$ cat src/dcec_defines.svh
// register offsets, field positions and reset values of the event counter card
`ifndef DCEC_DEFINES_SVH
`define DCEC_DEFINES_SVH

// ==========================================================================
// register byte offsets
`define DCEC_OFF_DIN       8'h00
`define DCEC_OFF_DOUT      8'h04
`define DCEC_OFF_CARD_ID   8'h08
`define DCEC_OFF_CTRL      8'h0c
`define DCEC_OFF_IRQ_STAT  8'h10
`define DCEC_OFF_IRQ_MASK  8'h14
`define DCEC_OFF_CNT_A     8'h18
`define DCEC_OFF_MATCH_A   8'h1c
`define DCEC_OFF_CNT_B     8'h20
`define DCEC_OFF_MATCH_B   8'h24

// ==========================================================================
// control fields, per channel: enable, rising edge, gate used, match irq enable, clear
`define DCEC_CTRL_EN_A     0
`define DCEC_CTRL_RISE_A   1
`define DCEC_CTRL_GATE_A   2
`define DCEC_CTRL_MIE_A    3
`define DCEC_CTRL_CLR_A    4
`define DCEC_CTRL_EN_B     8
`define DCEC_CTRL_RISE_B   9
`define DCEC_CTRL_GATE_B   10
`define DCEC_CTRL_MIE_B    11
`define DCEC_CTRL_CLR_B    12

// status and mask bits
`define DCEC_IRQ_MATCH_A   0
`define DCEC_IRQ_MATCH_B   1
`define DCEC_IRQ_OVF_A     2
`define DCEC_IRQ_OVF_B     3

// ==========================================================================
// reset values and fixed figures
`define DCEC_CTRL_RST      32'h0000_0000
`define DCEC_DOUT_RST      8'h00
`define DCEC_MATCH_RST     32'hffff_ffff
`define DCEC_SRC_A_BIT     0
`define DCEC_SRC_B_BIT     4
`define DCEC_GATE_A_BIT    2
`define DCEC_GATE_B_BIT    6

`endif

$ cat src/dcec_pkg.sv
// types shared by the event counter card design
package dcec_pkg;

   // ==========================================================================
   // per-channel counter configuration
   typedef struct packed {
      logic enable;
      logic rising;
      logic gate_use;
      logic clear;
   } dcec_cfg_s;

   // per-channel event pulses
   typedef struct packed {
      logic match;
      logic overflow;
   } dcec_evt_s;

   // bus slave states
   typedef enum logic [1:0] {
      DCEC_WR_IDLE = 2'b00,
      DCEC_WR_RESP = 2'b01
   } dcec_wr_e;

endpackage : dcec_pkg

$ cat src/dcec_counter.sv
// one 32-bit edge counter with gate, edge select, match and overflow pulses
`include "dcec_defines.svh"

module dcec_counter #(
   parameter int WIDTH = 32
) (
   input  wire logic               clk_sys,
   input  wire logic               nrst,
   input  wire dcec_pkg::dcec_cfg_s cfg,
   input  wire logic               src_sync,
   input  wire logic               gate_sync,
   input  wire logic [WIDTH-1:0]   match_val,
   output logic      [WIDTH-1:0]   count_q,
   output dcec_pkg::dcec_evt_s     evt_q
);

   logic             src_prev_q;
   logic             edge_hit;
   logic             gate_ok;
   logic [WIDTH-1:0] count_d;

   // ==========================================================================
   // edge detection on the already synchronised source
   always_ff @(posedge clk_sys or negedge nrst) begin
      if (!nrst) begin
         src_prev_q <= 1'b0;
      end else begin
         src_prev_q <= src_sync;
      end
   end

   assign edge_hit = cfg.rising ? (src_sync & ~src_prev_q)
                                : (~src_sync & src_prev_q);
   assign gate_ok  = ~cfg.gate_use | gate_sync;
   assign count_d  = count_q + {{(WIDTH-1){1'b0}}, 1'b1};

   // ==========================================================================
   // counting: wraps to zero on overflow and keeps going past a match
   always_ff @(posedge clk_sys or negedge nrst) begin
      if (!nrst) begin
         count_q <= '0;
      end else if (cfg.clear) begin
         count_q <= '0;
      end else if (cfg.enable && gate_ok && edge_hit) begin
         count_q <= count_d;
      end
   end

   always_ff @(posedge clk_sys or negedge nrst) begin
      if (!nrst) begin
         evt_q <= '0;
      end else begin
         evt_q.match    <= cfg.enable && gate_ok && edge_hit && !cfg.clear
                           && (count_d == match_val);
         evt_q.overflow <= cfg.enable && gate_ok && edge_hit && !cfg.clear
                           && (count_q == {WIDTH{1'b1}});
      end
   end

endmodule : dcec_counter

$ cat src/dcec_top.sv
// isolated digital i/o card with two event counters behind an axi4-lite slave
//
// Local design decisions: the register addresses and the AXI4-Lite slave port.
`include "dcec_defines.svh"

module dcec_top #(
   parameter int NUM_IN  = 16,
   parameter int NUM_OUT = 8,
   parameter int CWIDTH  = 32
) (
   input  wire logic                clk_sys,
   input  wire logic                nrst,
   input  wire logic [NUM_IN-1:0]   iso_input,
   output logic      [NUM_OUT-1:0]  iso_output,
   input  wire logic [3:0]          card_id_switch,
   input  wire logic                output_retain_jumper,
   output logic                     irq,
   input  wire logic [7:0]          s_axi_awaddr,
   input  wire logic                s_axi_awvalid,
   output logic                     s_axi_awready,
   input  wire logic [31:0]         s_axi_wdata,
   input  wire logic [3:0]          s_axi_wstrb,
   input  wire logic                s_axi_wvalid,
   output logic                     s_axi_wready,
   output logic [1:0]               s_axi_bresp,
   output logic                     s_axi_bvalid,
   input  wire logic                s_axi_bready,
   input  wire logic [7:0]          s_axi_araddr,
   input  wire logic                s_axi_arvalid,
   output logic                     s_axi_arready,
   output logic [31:0]              s_axi_rdata,
   output logic [1:0]               s_axi_rresp,
   output logic                     s_axi_rvalid,
   input  wire logic                s_axi_rready
);

   // ==========================================================================
   // pin synchronisers
   logic [NUM_IN-1:0] in_meta_q;
   logic [NUM_IN-1:0] in_sync_q;
   logic [3:0]        id_meta_q;
   logic [3:0]        id_sync_q;
   logic              jmp_meta_q;
   logic              jmp_sync_q;

   always_ff @(posedge clk_sys or negedge nrst) begin
      if (!nrst) begin
         in_meta_q  <= '0;
         in_sync_q  <= '0;
         id_meta_q  <= '0;
         id_sync_q  <= '0;
      end else begin
         in_meta_q  <= iso_input;
         in_sync_q  <= in_meta_q;
         id_meta_q  <= card_id_switch;
         id_sync_q  <= id_meta_q;
      end
   end

   // no reset here: the jumper must have settled while reset is still held
   always_ff @(posedge clk_sys) begin
      jmp_meta_q <= output_retain_jumper;
      jmp_sync_q <= jmp_meta_q;
   end

   // ==========================================================================
   // registers
   logic [31:0]        ctrl_q;
   logic [3:0]         irq_stat_q;
   logic [3:0]         irq_mask_q;
   logic [CWIDTH-1:0]  match_a_q;
   logic [CWIDTH-1:0]  match_b_q;
   logic [NUM_OUT-1:0] dout_q;
   logic [NUM_OUT-1:0] dout_keep_q;
   logic               dout_keep_vld_q;
   logic               rst_seen_q;
   logic [CWIDTH-1:0]  cnt_a;
   logic [CWIDTH-1:0]  cnt_b;
   dcec_pkg::dcec_evt_s evt_a;
   dcec_pkg::dcec_evt_s evt_b;
   dcec_pkg::dcec_cfg_s cfg_a;
   dcec_pkg::dcec_cfg_s cfg_b;

   // write channel
   logic        aw_got_q;
   logic        w_got_q;
   logic [7:0]  aw_addr_q;
   logic [31:0] w_data_q;
   logic [3:0]  w_strb_q;
   logic        wr_fire;
   dcec_pkg::dcec_wr_e wr_st_q;

   function automatic logic [31:0] merge(input logic [31:0] old_v,
                                         input logic [31:0] new_v,
                                         input logic [3:0]  strb);
      logic [31:0] res;
      res = old_v;
      for (int i = 0; i < 4; i++) begin
         if (strb[i]) begin
            res[i*8 +: 8] = new_v[i*8 +: 8];
         end
      end
      return res;
   endfunction : merge

   function automatic logic known(input logic [7:0] a);
      logic ok;
      ok = 1'b0;
      case (a)
         `DCEC_OFF_DIN, `DCEC_OFF_DOUT, `DCEC_OFF_CARD_ID, `DCEC_OFF_CTRL,
         `DCEC_OFF_IRQ_STAT, `DCEC_OFF_IRQ_MASK, `DCEC_OFF_CNT_A,
         `DCEC_OFF_MATCH_A, `DCEC_OFF_CNT_B, `DCEC_OFF_MATCH_B: ok = 1'b1;
         default: ok = 1'b0;
      endcase
      return ok;
   endfunction : known

   assign wr_fire = (wr_st_q == dcec_pkg::DCEC_WR_IDLE) && aw_got_q && w_got_q;

   always_ff @(posedge clk_sys or negedge nrst) begin
      if (!nrst) begin
         aw_got_q      <= 1'b0;
         w_got_q       <= 1'b0;
         aw_addr_q     <= '0;
         w_data_q      <= '0;
         w_strb_q      <= '0;
         s_axi_awready <= 1'b0;
         s_axi_wready  <= 1'b0;
         s_axi_bvalid  <= 1'b0;
         s_axi_bresp   <= 2'b00;
         wr_st_q       <= dcec_pkg::DCEC_WR_IDLE;
      end else begin
         s_axi_awready <= 1'b0;
         s_axi_wready  <= 1'b0;
         case (wr_st_q)
            dcec_pkg::DCEC_WR_IDLE: begin
               if (s_axi_awvalid && !aw_got_q && !s_axi_awready) begin
                  s_axi_awready <= 1'b1;
                  aw_got_q      <= 1'b1;
                  aw_addr_q     <= s_axi_awaddr;
               end
               if (s_axi_wvalid && !w_got_q && !s_axi_wready) begin
                  s_axi_wready <= 1'b1;
                  w_got_q      <= 1'b1;
                  w_data_q     <= s_axi_wdata;
                  w_strb_q     <= s_axi_wstrb;
               end
               if (wr_fire) begin
                  aw_got_q     <= 1'b0;
                  w_got_q      <= 1'b0;
                  s_axi_bvalid <= 1'b1;
                  s_axi_bresp  <= known(aw_addr_q) ? 2'b00 : 2'b10;
                  wr_st_q      <= dcec_pkg::DCEC_WR_RESP;
               end
            end
            dcec_pkg::DCEC_WR_RESP: begin
               if (s_axi_bready) begin
                  s_axi_bvalid <= 1'b0;
                  wr_st_q      <= dcec_pkg::DCEC_WR_IDLE;
               end
            end
            default: wr_st_q <= dcec_pkg::DCEC_WR_IDLE;
         endcase
      end
   end

   // ==========================================================================
   // control and match registers; clear bits self-reset after one cycle
   always_ff @(posedge clk_sys or negedge nrst) begin
      if (!nrst) begin
         ctrl_q    <= `DCEC_CTRL_RST;
         match_a_q <= `DCEC_MATCH_RST;
         match_b_q <= `DCEC_MATCH_RST;
         irq_mask_q <= '0;
      end else begin
         ctrl_q[`DCEC_CTRL_CLR_A] <= 1'b0;
         ctrl_q[`DCEC_CTRL_CLR_B] <= 1'b0;
         if (wr_fire) begin
            case (aw_addr_q)
               `DCEC_OFF_CTRL:     ctrl_q <= merge(ctrl_q, w_data_q, w_strb_q);
               `DCEC_OFF_MATCH_A:  match_a_q <= merge(match_a_q, w_data_q, w_strb_q);
               `DCEC_OFF_MATCH_B:  match_b_q <= merge(match_b_q, w_data_q, w_strb_q);
               `DCEC_OFF_IRQ_MASK: begin
                  if (w_strb_q[0]) begin
                     irq_mask_q <= w_data_q[3:0];
                  end
               end
               default: ;
            endcase
         end
      end
   end

   // outputs: retained copy survives reset when the jumper is set
   always_ff @(posedge clk_sys or negedge nrst) begin
      if (!nrst) begin
         dout_q     <= `DCEC_DOUT_RST;
         rst_seen_q <= 1'b0;
      end else begin
         rst_seen_q <= 1'b1;
         if (!rst_seen_q && jmp_sync_q && dout_keep_vld_q) begin
            dout_q <= dout_keep_q;
         end else if (wr_fire && aw_addr_q == `DCEC_OFF_DOUT && w_strb_q[0]) begin
            dout_q <= w_data_q[NUM_OUT-1:0];
         end
      end
   end

   // no async reset so the last output value outlives a card reset
   always_ff @(posedge clk_sys) begin
      if (rst_seen_q) begin
         dout_keep_q     <= dout_q;
         dout_keep_vld_q <= 1'b1;
      end else if (dout_keep_vld_q !== 1'b1) begin
         dout_keep_q     <= `DCEC_DOUT_RST;
         dout_keep_vld_q <= 1'b0;
      end
   end

   // pins follow the output register one cycle later
   always_ff @(posedge clk_sys or negedge nrst) begin
      if (!nrst) begin
         iso_output <= `DCEC_DOUT_RST;
      end else begin
         iso_output <= dout_q;
      end
   end

   // ==========================================================================
   // counter channels
   assign cfg_a = '{enable: ctrl_q[`DCEC_CTRL_EN_A], rising: ctrl_q[`DCEC_CTRL_RISE_A],
                    gate_use: ctrl_q[`DCEC_CTRL_GATE_A], clear: ctrl_q[`DCEC_CTRL_CLR_A]};
   assign cfg_b = '{enable: ctrl_q[`DCEC_CTRL_EN_B], rising: ctrl_q[`DCEC_CTRL_RISE_B],
                    gate_use: ctrl_q[`DCEC_CTRL_GATE_B], clear: ctrl_q[`DCEC_CTRL_CLR_B]};

   dcec_counter #(.WIDTH(CWIDTH)) u_cnt_a (
      .clk_sys   (clk_sys),
      .nrst      (nrst),
      .cfg       (cfg_a),
      .src_sync  (in_sync_q[`DCEC_SRC_A_BIT]),
      .gate_sync (in_sync_q[`DCEC_GATE_A_BIT]),
      .match_val (match_a_q),
      .count_q   (cnt_a),
      .evt_q     (evt_a)
   );

   dcec_counter #(.WIDTH(CWIDTH)) u_cnt_b (
      .clk_sys   (clk_sys),
      .nrst      (nrst),
      .cfg       (cfg_b),
      .src_sync  (in_sync_q[`DCEC_SRC_B_BIT]),
      .gate_sync (in_sync_q[`DCEC_GATE_B_BIT]),
      .match_val (match_b_q),
      .count_q   (cnt_b),
      .evt_q     (evt_b)
   );

   // ==========================================================================
   // interrupt status: set wins over write-one-to-clear
   logic [3:0] evt_vec;
   logic [3:0] w1c;

   assign evt_vec = {evt_b.overflow, evt_a.overflow,
                     evt_b.match & ctrl_q[`DCEC_CTRL_MIE_B],
                     evt_a.match & ctrl_q[`DCEC_CTRL_MIE_A]};
   assign w1c = (wr_fire && aw_addr_q == `DCEC_OFF_IRQ_STAT && w_strb_q[0]) ?
                w_data_q[3:0] : 4'h0;

   always_ff @(posedge clk_sys or negedge nrst) begin
      if (!nrst) begin
         irq_stat_q <= '0;
         irq        <= 1'b0;
      end else begin
         irq_stat_q <= (irq_stat_q & ~w1c) | evt_vec;
         irq        <= |(((irq_stat_q & ~w1c) | evt_vec) & irq_mask_q);
      end
   end

   // ==========================================================================
   // read channel: one cycle from address to data
   logic [31:0] rd_val;

   always_comb begin
      rd_val = 32'h0000_0000;
      case (s_axi_araddr)
         `DCEC_OFF_DIN:      rd_val = {{(32-NUM_IN){1'b0}}, in_sync_q};
         `DCEC_OFF_DOUT:     rd_val = {{(32-NUM_OUT){1'b0}}, dout_q};
         `DCEC_OFF_CARD_ID:  rd_val = {28'h0, ~id_sync_q};
         `DCEC_OFF_CTRL:     rd_val = ctrl_q;
         `DCEC_OFF_IRQ_STAT: rd_val = {28'h0, irq_stat_q};
         `DCEC_OFF_IRQ_MASK: rd_val = {28'h0, irq_mask_q};
         `DCEC_OFF_CNT_A:    rd_val = cnt_a;
         `DCEC_OFF_MATCH_A:  rd_val = match_a_q;
         `DCEC_OFF_CNT_B:    rd_val = cnt_b;
         `DCEC_OFF_MATCH_B:  rd_val = match_b_q;
         default:            rd_val = 32'h0000_0000;
      endcase
   end

   always_ff @(posedge clk_sys or negedge nrst) begin
      if (!nrst) begin
         s_axi_arready <= 1'b0;
         s_axi_rvalid  <= 1'b0;
         s_axi_rdata   <= '0;
         s_axi_rresp   <= 2'b00;
      end else begin
         s_axi_arready <= 1'b0;
         if (s_axi_rvalid) begin
            if (s_axi_rready) begin
               s_axi_rvalid <= 1'b0;
            end
         end else if (s_axi_arvalid && !s_axi_arready) begin
            s_axi_arready <= 1'b1;
            s_axi_rvalid  <= 1'b1;
            s_axi_rdata   <= rd_val;
            s_axi_rresp   <= known(s_axi_araddr) ? 2'b00 : 2'b10;
         end
      end
   end

endmodule : dcec_top

$ cat config.mk
export PLATFORM = sky130hd
export DESIGN_NAME = dcec_top
export DESIGN_NICKNAME = d
export VERILOG_FILES = /design/src/dcec_pkg.sv /design/src/dcec_counter.sv /design/src/dcec_top.sv
export VERILOG_INCLUDE_DIRS = /design/src
export SDC_FILE = /design/constraint.sdc
export NUM_CORES = 1
export LEC_CHECK = 0
export BUFFER_PORTS_ARGS = -buffer_cell sky130_fd_sc_hd__buf_4
export CORE_AREA = 2 2 172 174
export CTS_BUF_LIST = sky130_fd_sc_hd__clkbuf_4 sky130_fd_sc_hd__clkbuf_8
export CTS_CLUSTER_DIAMETER = 30
export CTS_CLUSTER_SIZE = 12
export DETAILED_ROUTE_END_ITERATION = 10
export DIE_AREA = 0 0 174 176
export PLACE_DENSITY = 0.77
export SLEW_MARGIN = 20
export SYNTH_ARGS = -nofsm -noshare
export SYNTH_HDL_FRONTEND = slang
export SYNTH_SLANG_ARGS = --single-unit
$ cat constraint.sdc
create_clock -name clk_sys -period 2.7 [get_ports clk_sys]
set_input_delay 0.27 -clock clk_sys [delete_from_list [all_inputs] [get_ports clk_sys]]
set_output_delay 0.27 -clock clk_sys [all_outputs]
set_load 0.02 [all_outputs]
Word-level counts from Yosys, hierarchy flattened
Cells that the tools add are included. Widths: inputs -> output; s select.

Bitwise logic cells: 20. Reduce and logical (&&, ||, !) cells: 65. Divide/modulo/power cells: 0. Shift operators: 0. Multipliers: 0. Equal/unequal tests: 28. Add/subtract/negate cells: 2. Muxes and demuxes: 42. Magnitude comparators: 0.

Operator list (number): $pmux 32 s10 (1); $mux 32 (4); $add 32x1->32 const B (2); $eq 32x32->1 (2); $eq 32x32->1 const B (2); $eq 8x5->1 const B (8); $reduce_and 3->1 (14); $mux 8 (5); $eq 8x4->1 const B (4); $eq 8x6->1 const B (4); $mux 13 (2); $logic_and 1x1->1 (23); $mux 1 (22); $reduce_or 10->1 (2); $eq 8x3->1 const B (2); $logic_not 8->1 (2); $reduce_and 2->1 (7); $reduce_bool 2->1 (7); $and 4x4->4 (2); $logic_not 1->1 (8); $mux 2 (4); $not 4->4 (2); $not 1->1 (7); $and 1x1->1 (6); 12 further kinds (15).

ROM bits: 0. Latch bits: 0. Memory bits (writable): 0. Memories: 0. Register bits after elaboration: 332. Output and inout port bits: 50.

Longest topological paths before layout
Gate-level depths: netlist (run 1).

Depth after elaboration: 11. Gate-level depth with buffers: 10.

Modules after synthesis
From an unflattened synthesis (run 1), not the netlist that was laid out.

Cell total of the unflattened synthesis: 1458. Area, all modules: 16243.1 µm².

Modules (own cells, without submodules): dcec_top (area an instance 10827.9 µm², times used 1, cells each 814); dcec_counter (area an instance 2707.6 µm², times used 2, cells each 322).

Least setup slack after synthesis (run 1)
No wires, ideal clock.

Path kind: register -> register. Start point: reg u_cnt_a.count_q[0]. End point: reg u_cnt_a.evt_q[1] (netlist bit). Setup time: 0.101 ns. Arrival time: 2.306 ns. Stages on the path, launching flop included: 10. Path buffers: 1. Setup slack: 0.293 ns. Path through: dfrtp_1 > ha_1 > and4_1 > clkbuf_1 > nand2_1 > nor3_2 > nand2_1 > xnor2_1 > or4_1 > nor4_1.

Word-level cells in the longest chain between the ends: 3.

RTL lines: from (decl) (RTL line dcec_counter.sv:13) `output logic [WIDTH-1:0] count_q,`; from (signal assigned) (RTL line dcec_counter.sv:45) `count_q <= count_d;`; $add 32x1->32 (RTL line dcec_counter.sv:35) `assign count_d = count_q + {{(WIDTH-1){1'b0}}, 1'b1};`; $eq 32x32->1 (RTL line dcec_counter.sv:54) `&& (count_d == match_val);`; $logic_and 1x1->1 (RTL line dcec_counter.sv:54); to (decl) (RTL line dcec_counter.sv:14) `output dcec_pkg::dcec_evt_s evt_q`.

Every way passes these cells. A chain may end at the register's enable or synchronous reset.

Worst setup path in the final report (run 1)
Start point: reg u_cnt_b.count_q[6]. End point: reg u_cnt_b.evt_q[1] (netlist bit).

Word-level cells in the longest chain between the ends: 3.

RTL lines (RTL line): from (decl) (dcec_counter.sv:13); from (signal assigned) (dcec_counter.sv:45); $add 32x1->32 (dcec_counter.sv:35); $eq 32x32->1 (dcec_counter.sv:54); $logic_and 1x1->1 (dcec_counter.sv:54); to (decl) (dcec_counter.sv:14).

Every way passes these cells.

==> results.toml, run 1 <==
[floorplan]
core_area_um2 = 28500
die-area_um2 = 30600
start_util_pct = 54.8
die_h_um = 176
num_rows = 62
io_pins = 130
die_x_um = 174

[cts]
clock_latency_ns = 0.60
cts_root_buf = "clkbuf_8"
clkTransAtPathRegs_ns = 0.07
cts_buffers = 68
cts_max_path_buffers = 3
cts_tree = "done"
cts-htree-levels = 3
clock_sinks = 328

[cells_and_area]
final_core_util_pct = 69.1
multi_input_area_um2 = 6980
area_delta_synth_final_pct = 26.0
drive_above_1_share_pct = 33.5
design_area_um2 = 19700
num_antenna_cells = 0
fillers = 2093
seq_area_um2 = 8310
num-nets-final = 1719

[synth]
ys_warn_count = 0
synthFlopType = "dfrtp_1"
synthArstFlopShare_pct = 96.6
synth-seq-area-share_pct = 53.1
yosysTopAreaCell = "dfrtp_1"
yosys-top-cells-count = "dfrtp_1 (253), mux2_2 (142), nor2_1 (141)"
synth.most_common_cell = "dfrtp_1"
synthTopCellsByArea = "dfrtp_1 (40%), dfstp_2 (11%), mux2_2 (10%)"
synth_top_area_share_pct = 40.4
synth_area_um2 = 15700
postSynthAreaPerCell_um2 = 11.4
ys_ff_latch = 328
yosysUniqueCellTypes = 80
synth_edf_count = 8
synth_cells = 1379

[routing]
wl_mm = 47.2
detail-route-antenna-nets = 0
routed-via-count = 12700
wl_per_cell_um = 22.7
dr.pass1.iters = 9
drc = 0
via_per_inst = 6.11
drtIter0Drc = 1279

[worst_setup_path]
criticalPathCategory = "reg -> reg"
crit_slowest_cell = "or4_1"
crit_path_max_incr_delay_ns = 0.54
crit_path_cell_trace = "nand4_4, nor4_4, nand2_2, a311oi_2, nand4_1, or4_1, nor4_2"
crit_arrival_ns = 3.04
crit_buf_inv = 0
worst-path-stages = 7
cp_top_family = "simple AND/OR/NAND/NOR gates"
critPathLaunchType = "flop"
crit_path_end_kind = "flop"
reg2reg_depth = 7
cp.required_ns = 3.19
path_max_fanout = 8

[timing]
setup_ws_ns = 0.146
slew_headroom_pct = 53.1
setup_violations = 0
rsz0062_at_grt = "false"
tns_ns = 0
drv_slew = 0
report.final.hold_viol_count = 0
worst_slew_pin_slew_ns = 0.702
skew_ns = 0.0316
period_share_pct = 94.6
min_period_ns = 2.55
fmaxAchievable_ghz = 0.392

[min_path]
min_path_type = "in -> reg"
hold_depth = 3

[power]
p_per_area_nw_per_um2 = 794
total_power_w = 0.0157
peakVddDrop_uv = 602
power.leakage_nw = 8.66

[global_route]
track_usage_pct = 31.4
antenna_found_initial = 0
grt_max_degree = 70
grt_pass1_wl_mm = 74.0
grt-ovfl-total = 0
grt_pass1_vias = 12800

[status]
outcome = "finished clean"

[placement]
post-place-ws_ns = 0.0344
placed_area_um2 = 17300
dp_hpwl_mm = 32.3
portBuffers = 127
routabilityCongestion = 0.974

[run]
maxCapViolations = 0
-- tightest hold or removal path, cell delays in order --
cell and delay, ns:
buf_4 0.11, nor4b_2 0.15, buf_4 0.17
-- repair_timing --
item / 4_1_cts / 5_1_grt
hold endpoints to repair: 126 / 0
resized for setup: 0 / 7
setup endpoints to repair: 0 / 4
setup buffers: 0 / 3
hold buffers: 72 / 0
-- logic make-up (layout without fill, tap and decap cells) --
logic type / after synthesis / in the layout / share of synthesized area, %
buf+inv: 93 / 404 / 2.75
flops: 328 / 328 / 53.1
xor+xnor: 127 / 127 / 7.11
fa+ha+maj: 3 / 3 / 0.224
mux: 160 / 160 / 11.4
other cells: 2 / 3 / 0.0480
simple gates: 440 / 440 / 15.1
compound gates: 226 / 226 / 10.3
-- final timing paths --
path	start	slack [ns]	end
setup / recovery	u_cnt_b.count_q[6]$_DFFE_PN0P_	0.15	u_cnt_b.evt_q[1]$_DFF_PN0_
setup reg to reg	u_cnt_b.count_q[6]$_DFFE_PN0P_	0.15	u_cnt_b.evt_q[1]$_DFF_PN0_
max in group asynchronous	nrst	1.57	match_b_q[18]$_DFFE_PN1P_
hold reg to reg	in_meta_q[2]$_DFF_PN0_	0.34	in_sync_q[2]$_DFF_PN0_
min in group asynchronous	nrst	0.22	id_meta_q[0]$_DFF_PN0_
hold / removal	s_axi_awvalid	0.16	s_axi_awready$_DFF_PN0_
-- report_power, final --
group / leakage (nW) / internal (W) / switching (W) / total [W]
clock: 0.814 / 0.00368 / 0.00255 / 0.00624
combinational: 3.87 / 0.00134 / 0.00130 / 0.00264
sequential: 3.98 / 0.00580 / 0.000985 / 0.00679
total: 8.66 / 0.0108 / 0.00484 / 0.0157
-- cell usage in the layout, fill, tap and decap left out, types with 8 or more instances in the layout --
master           n
nand3b_1         8
nand2_1         73
bufinv_16       11
dfstp_2         64
dfrtp_1        253
inv_6           13
clkbuf_8        70
a222oi_1        20
a22oi_1         33
nand2b_1         9
o21ai_0         32
and4_1           8
mux2i_1         17
clkinv_4        11
mux2_2         142
nor2_1         136
nand3_1         43
nor3_1          24
nor4_1          12
buf_4          191
xor2_1          59
a221oi_1        20
inv_1           10
dlygate4sd3_1   72
nand4_1         26
and2_1          14
and3_1           9
a31oi_1         34
a22o_1          15
xnor2_1         68
edfxtp_1         8
or3_1           20
a21oi_1         32
-- cell type report --
class / instances / area share, %
flip-flops and latches: 328 / 42.1
multi-input cells: 959 / 35.4
repair buffers: 270 / 11.6
clock buffers: 75 / 5.07
clock inverters: 49 / 3.18
well taps: 384 / 2.44
inverters: 10 / 0.190
-- metrics by stage --
step | hold slack, ns | std cells
final | 0.161 | 2075
after global routing | 0.143 | 2075
after CTS | 0.139 | 2072
after detailed placement | 0.268 | 1876
after global placement | 0.264 | 1876
after floorplan | -0.0256 | 1380
-- flip-flops by register name (all words and copies together), names as in the netlist, 4 cells and up --
| register | cells |
|---|---|
| ctrl_q | 32 |
| match_a_q | 32 |
| match_b_q | 32 |
| s_axi_rdata | 32 |
| u_cnt_a.count_q | 32 |
| u_cnt_b.count_q | 32 |
| w_data_q | 32 |
| in_meta_q | 16 |
| in_sync_q | 16 |
| aw_addr_q | 8 |
| dout_keep_q | 8 |
| dout_q | 8 |
| iso_output | 8 |
| id_meta_q | 4 |
| id_sync_q | 4 |
| irq_mask_q | 4 |
| irq_stat_q | 4 |
| w_strb_q | 4 |
-- per-layer routing --
| metal | track usage [%] | up-vias | routed length, µm |
|---|---|---|---|
| met5 | 0 | - | 0 |
| met3 | 6.83 | 121 | 4230 |
| li1 | - | 5562 | - |
| met4 | 12.1 | 0 | 1700 |
| met2 | 48.4 | 646 | 21900 |
| met1 | 43.7 | 6345 | 19400 |
Note: power is estimated with default switching activity, not from simulation.
==> inputs of run 2 (changes only) <==
--- a/config.mk
+++ b/config.mk
@@ -6,14 +6,14 @@
 export SDC_FILE = /design/constraint.sdc
 export NUM_CORES = 1
 export LEC_CHECK = 0
-export BUFFER_PORTS_ARGS = -buffer_cell sky130_fd_sc_hd__buf_4
-export CORE_AREA = 2 2 172 174
+export BUFFER_PORTS_ARGS = -buffer_cell sky130_fd_sc_hd__buf_2
+export CORE_AREA = 2 2 179 181
 export CTS_BUF_LIST = sky130_fd_sc_hd__clkbuf_4 sky130_fd_sc_hd__clkbuf_8
 export CTS_CLUSTER_DIAMETER = 30
 export CTS_CLUSTER_SIZE = 12
 export DETAILED_ROUTE_END_ITERATION = 10
-export DIE_AREA = 0 0 174 176
-export PLACE_DENSITY = 0.77
+export DIE_AREA = 0 0 181 183
+export PLACE_DENSITY = 0.72
 export SLEW_MARGIN = 20
 export SYNTH_ARGS = -nofsm -noshare
 export SYNTH_HDL_FRONTEND = slang
==> run 2 against run 1 <==
Critical path depth grew 1. Sequential power is essentially flat. Sequential share of layout area grew 0.23 points. Maximum frequency shrank 2.0%. Largest cell class unchanged.
==> results.toml, run 2 (same netlist as run 1, synthesis figures left out) <==
[routing]
dr.pass1.iters = 7
wl_per_cell_um = 21.9
drc = 0
routed-via-count = 12400
drtIter0Drc = 1031
via_per_inst = 5.92
detail-route-antenna-nets = 0
wl_mm = 46.2

[cts]
cts_tree = "done"
clkTransAtPathRegs_ns = 0.07
cts_buffers = 69
clock_latency_ns = 0.62
clock_sinks = 328
cts_max_path_buffers = 3
cts_root_buf = "clkbuf_8"
cts-htree-levels = 3

[floorplan]
core_area_um2 = 31200
io_pins = 130
num_rows = 65
start_util_pct = 50.1
die_x_um = 181
die_h_um = 183
die-area_um2 = 33100

[global_route]
grt_pass1_vias = 12700
track_usage_pct = 28.3
grt-ovfl-total = 0
grt_max_degree = 86
antenna_found_initial = 0
grt_pass1_wl_mm = 72.4

[worst_setup_path]
crit_path_end_kind = "flop"
reg2reg_depth = 8
setup.worst_path.end = "u_cnt_b.evt_q[1]$_DFF_PN0_"
critPathLaunchType = "flop"
cp.required_ns = 3.19
rr_endpoint = "u_cnt_b.evt_q[1]$_DFF_PN0_"
path_max_fanout = 2
crit_arrival_ns = 3.09
startpoint = "u_cnt_b.count_q[1]$_DFFE_PN0P_"
rrSetupSlack_ns = 0.09
timing.rr.start = "u_cnt_b.count_q[1]$_DFFE_PN0P_"
criticalPathCategory = "reg -> reg"

[cells_and_area]
multi_input_area_um2 = 6970
fillers = 2438
seq_area_um2 = 8320
num-nets-final = 1729
final_core_util_pct = 62.9
final_common_cell = "dfrtp_1"
layout_common_cells = "dfrtp_1 (251), mux2_2 (142), nor2_1 (136), buf_2 (126), clkbuf_8 (76)"
drive_above_1_share_pct = 33.8
num_antenna_cells = 0
area_delta_synth_final_pct = 25.4

[power]
power.leakage_nw = 8.66
peakVddDrop_uv = 730
p_per_area_nw_per_um2 = 806

[timing]
tns_ns = 0
worst_slew_pin_slew_ns = 0.762
slew_headroom_pct = 49.2
setup_violations = 0
report.final.hold_viol_count = 0
min_period_ns = 2.61
skew_ns = 0.0535
drv_slew = 0
period_share_pct = 96.5
fmaxAchievable_ghz = 0.384

[placement]
dp_hpwl_mm = 31.7
routabilityCongestion = 0.941
portBuffers = 127

[run]
maxCapViolations = 0

[status]
outcome = "finished clean"

[min_path]
min_path_type = "in -> async"
-- run 2: cell count changes in the layout (fill, tap and decap cells not counted), moves of 6 or more --
cell / change
buf_2: +126
buf_4: -117
clkinv_4: -7
inv_6: -7
clkbuf_8: +6
clkbuf_4: +6
-- run 2: routing by layer --
layer	up-vias	global-route usage (%)	routed length [µm]
li1	5576	-	-
met1	6218	38.4	19700
met2	550	43.6	21100
met3	104	7.27	3820
met4	0	11.9	1590
met5	-	0	0
-- run 2: worst min path at each step --
stage,from,end,slack [ns],cells past startpoint
detailed placement,nrst,id_meta_q[2]$_DFF_PN0_,0.16,1
global route,s_axi_awvalid,s_axi_awready$_DFF_PN0_,0.11,3
global placement,nrst,id_meta_q[0]$_DFF_PN0_,0.16,1
CTS,nrst,id_meta_q[3]$_DFF_PN0_,0.09,2
floorplan,nrst,aw_addr_q[0]$_DFFE_PN0P_,-0.03,0
finish,nrst,id_meta_q[3]$_DFF_PN0_,0.12,2
-- run 2: timing repair --
item                                    CTS  global route
hold endpoints to repair                318             0
endpoints found under the setup margin    0             2
resized for setup                         0             7
hold buffers                             71             0
setup buffers                             0             2
-- run 2: area by class of cell --
class | count | area share, %
flip-flops and latches | 328 | 42.4
multi-input cells | 959 | 35.5
repair buffers | 279 | 10.5
clock buffers | 87 | 5.75
clock inverters | 39 | 3.16
well taps | 402 | 2.56
inverters | 10 | 0.191
-- run 2: power breakdown --
part,total (W),internal [W],switching [W]
sequential,0.00678,0.00580,0.000972
combinational,0.00245,0.00117,0.00128
clock,0.00660,0.00418,0.00243
total,0.0158,0.0112,0.00468
-- run 2: critical path: stages (launching register included) --
cell and delay, ns:
dfrtp_1 0.39, ha_2 0.28, xor2_1 0.17, nor3_1 0.23
o2111ai_1 0.23, a311oi_1 0.36, nand4_1 0.15, or4_1 0.54
nor4_2 0.14
-- run 2: through the flow --
| step | setup slack, ns | hold slack (ns) | cells | instance area [µm²] | total power (W) |
|---|---|---|---|---|---|
| floorplan | 0.293 | -0.0256 | 1380 | 15700 | 0.00794 |
| detailed placement | 0.106 | 0.160 | 1905 | 17100 | 0.00915 |
| global placement | 0.204 | 0.160 | 1905 | 17100 | 0.00906 |
| finish | 0.0932 | 0.116 | 2104 | 19600 | 0.0158 |
| CTS | 0.0727 | 0.0932 | 2102 | 19600 | 0.0158 |
| global route | -0.00276 | 0.109 | 2104 | 19600 | 0.0165 |
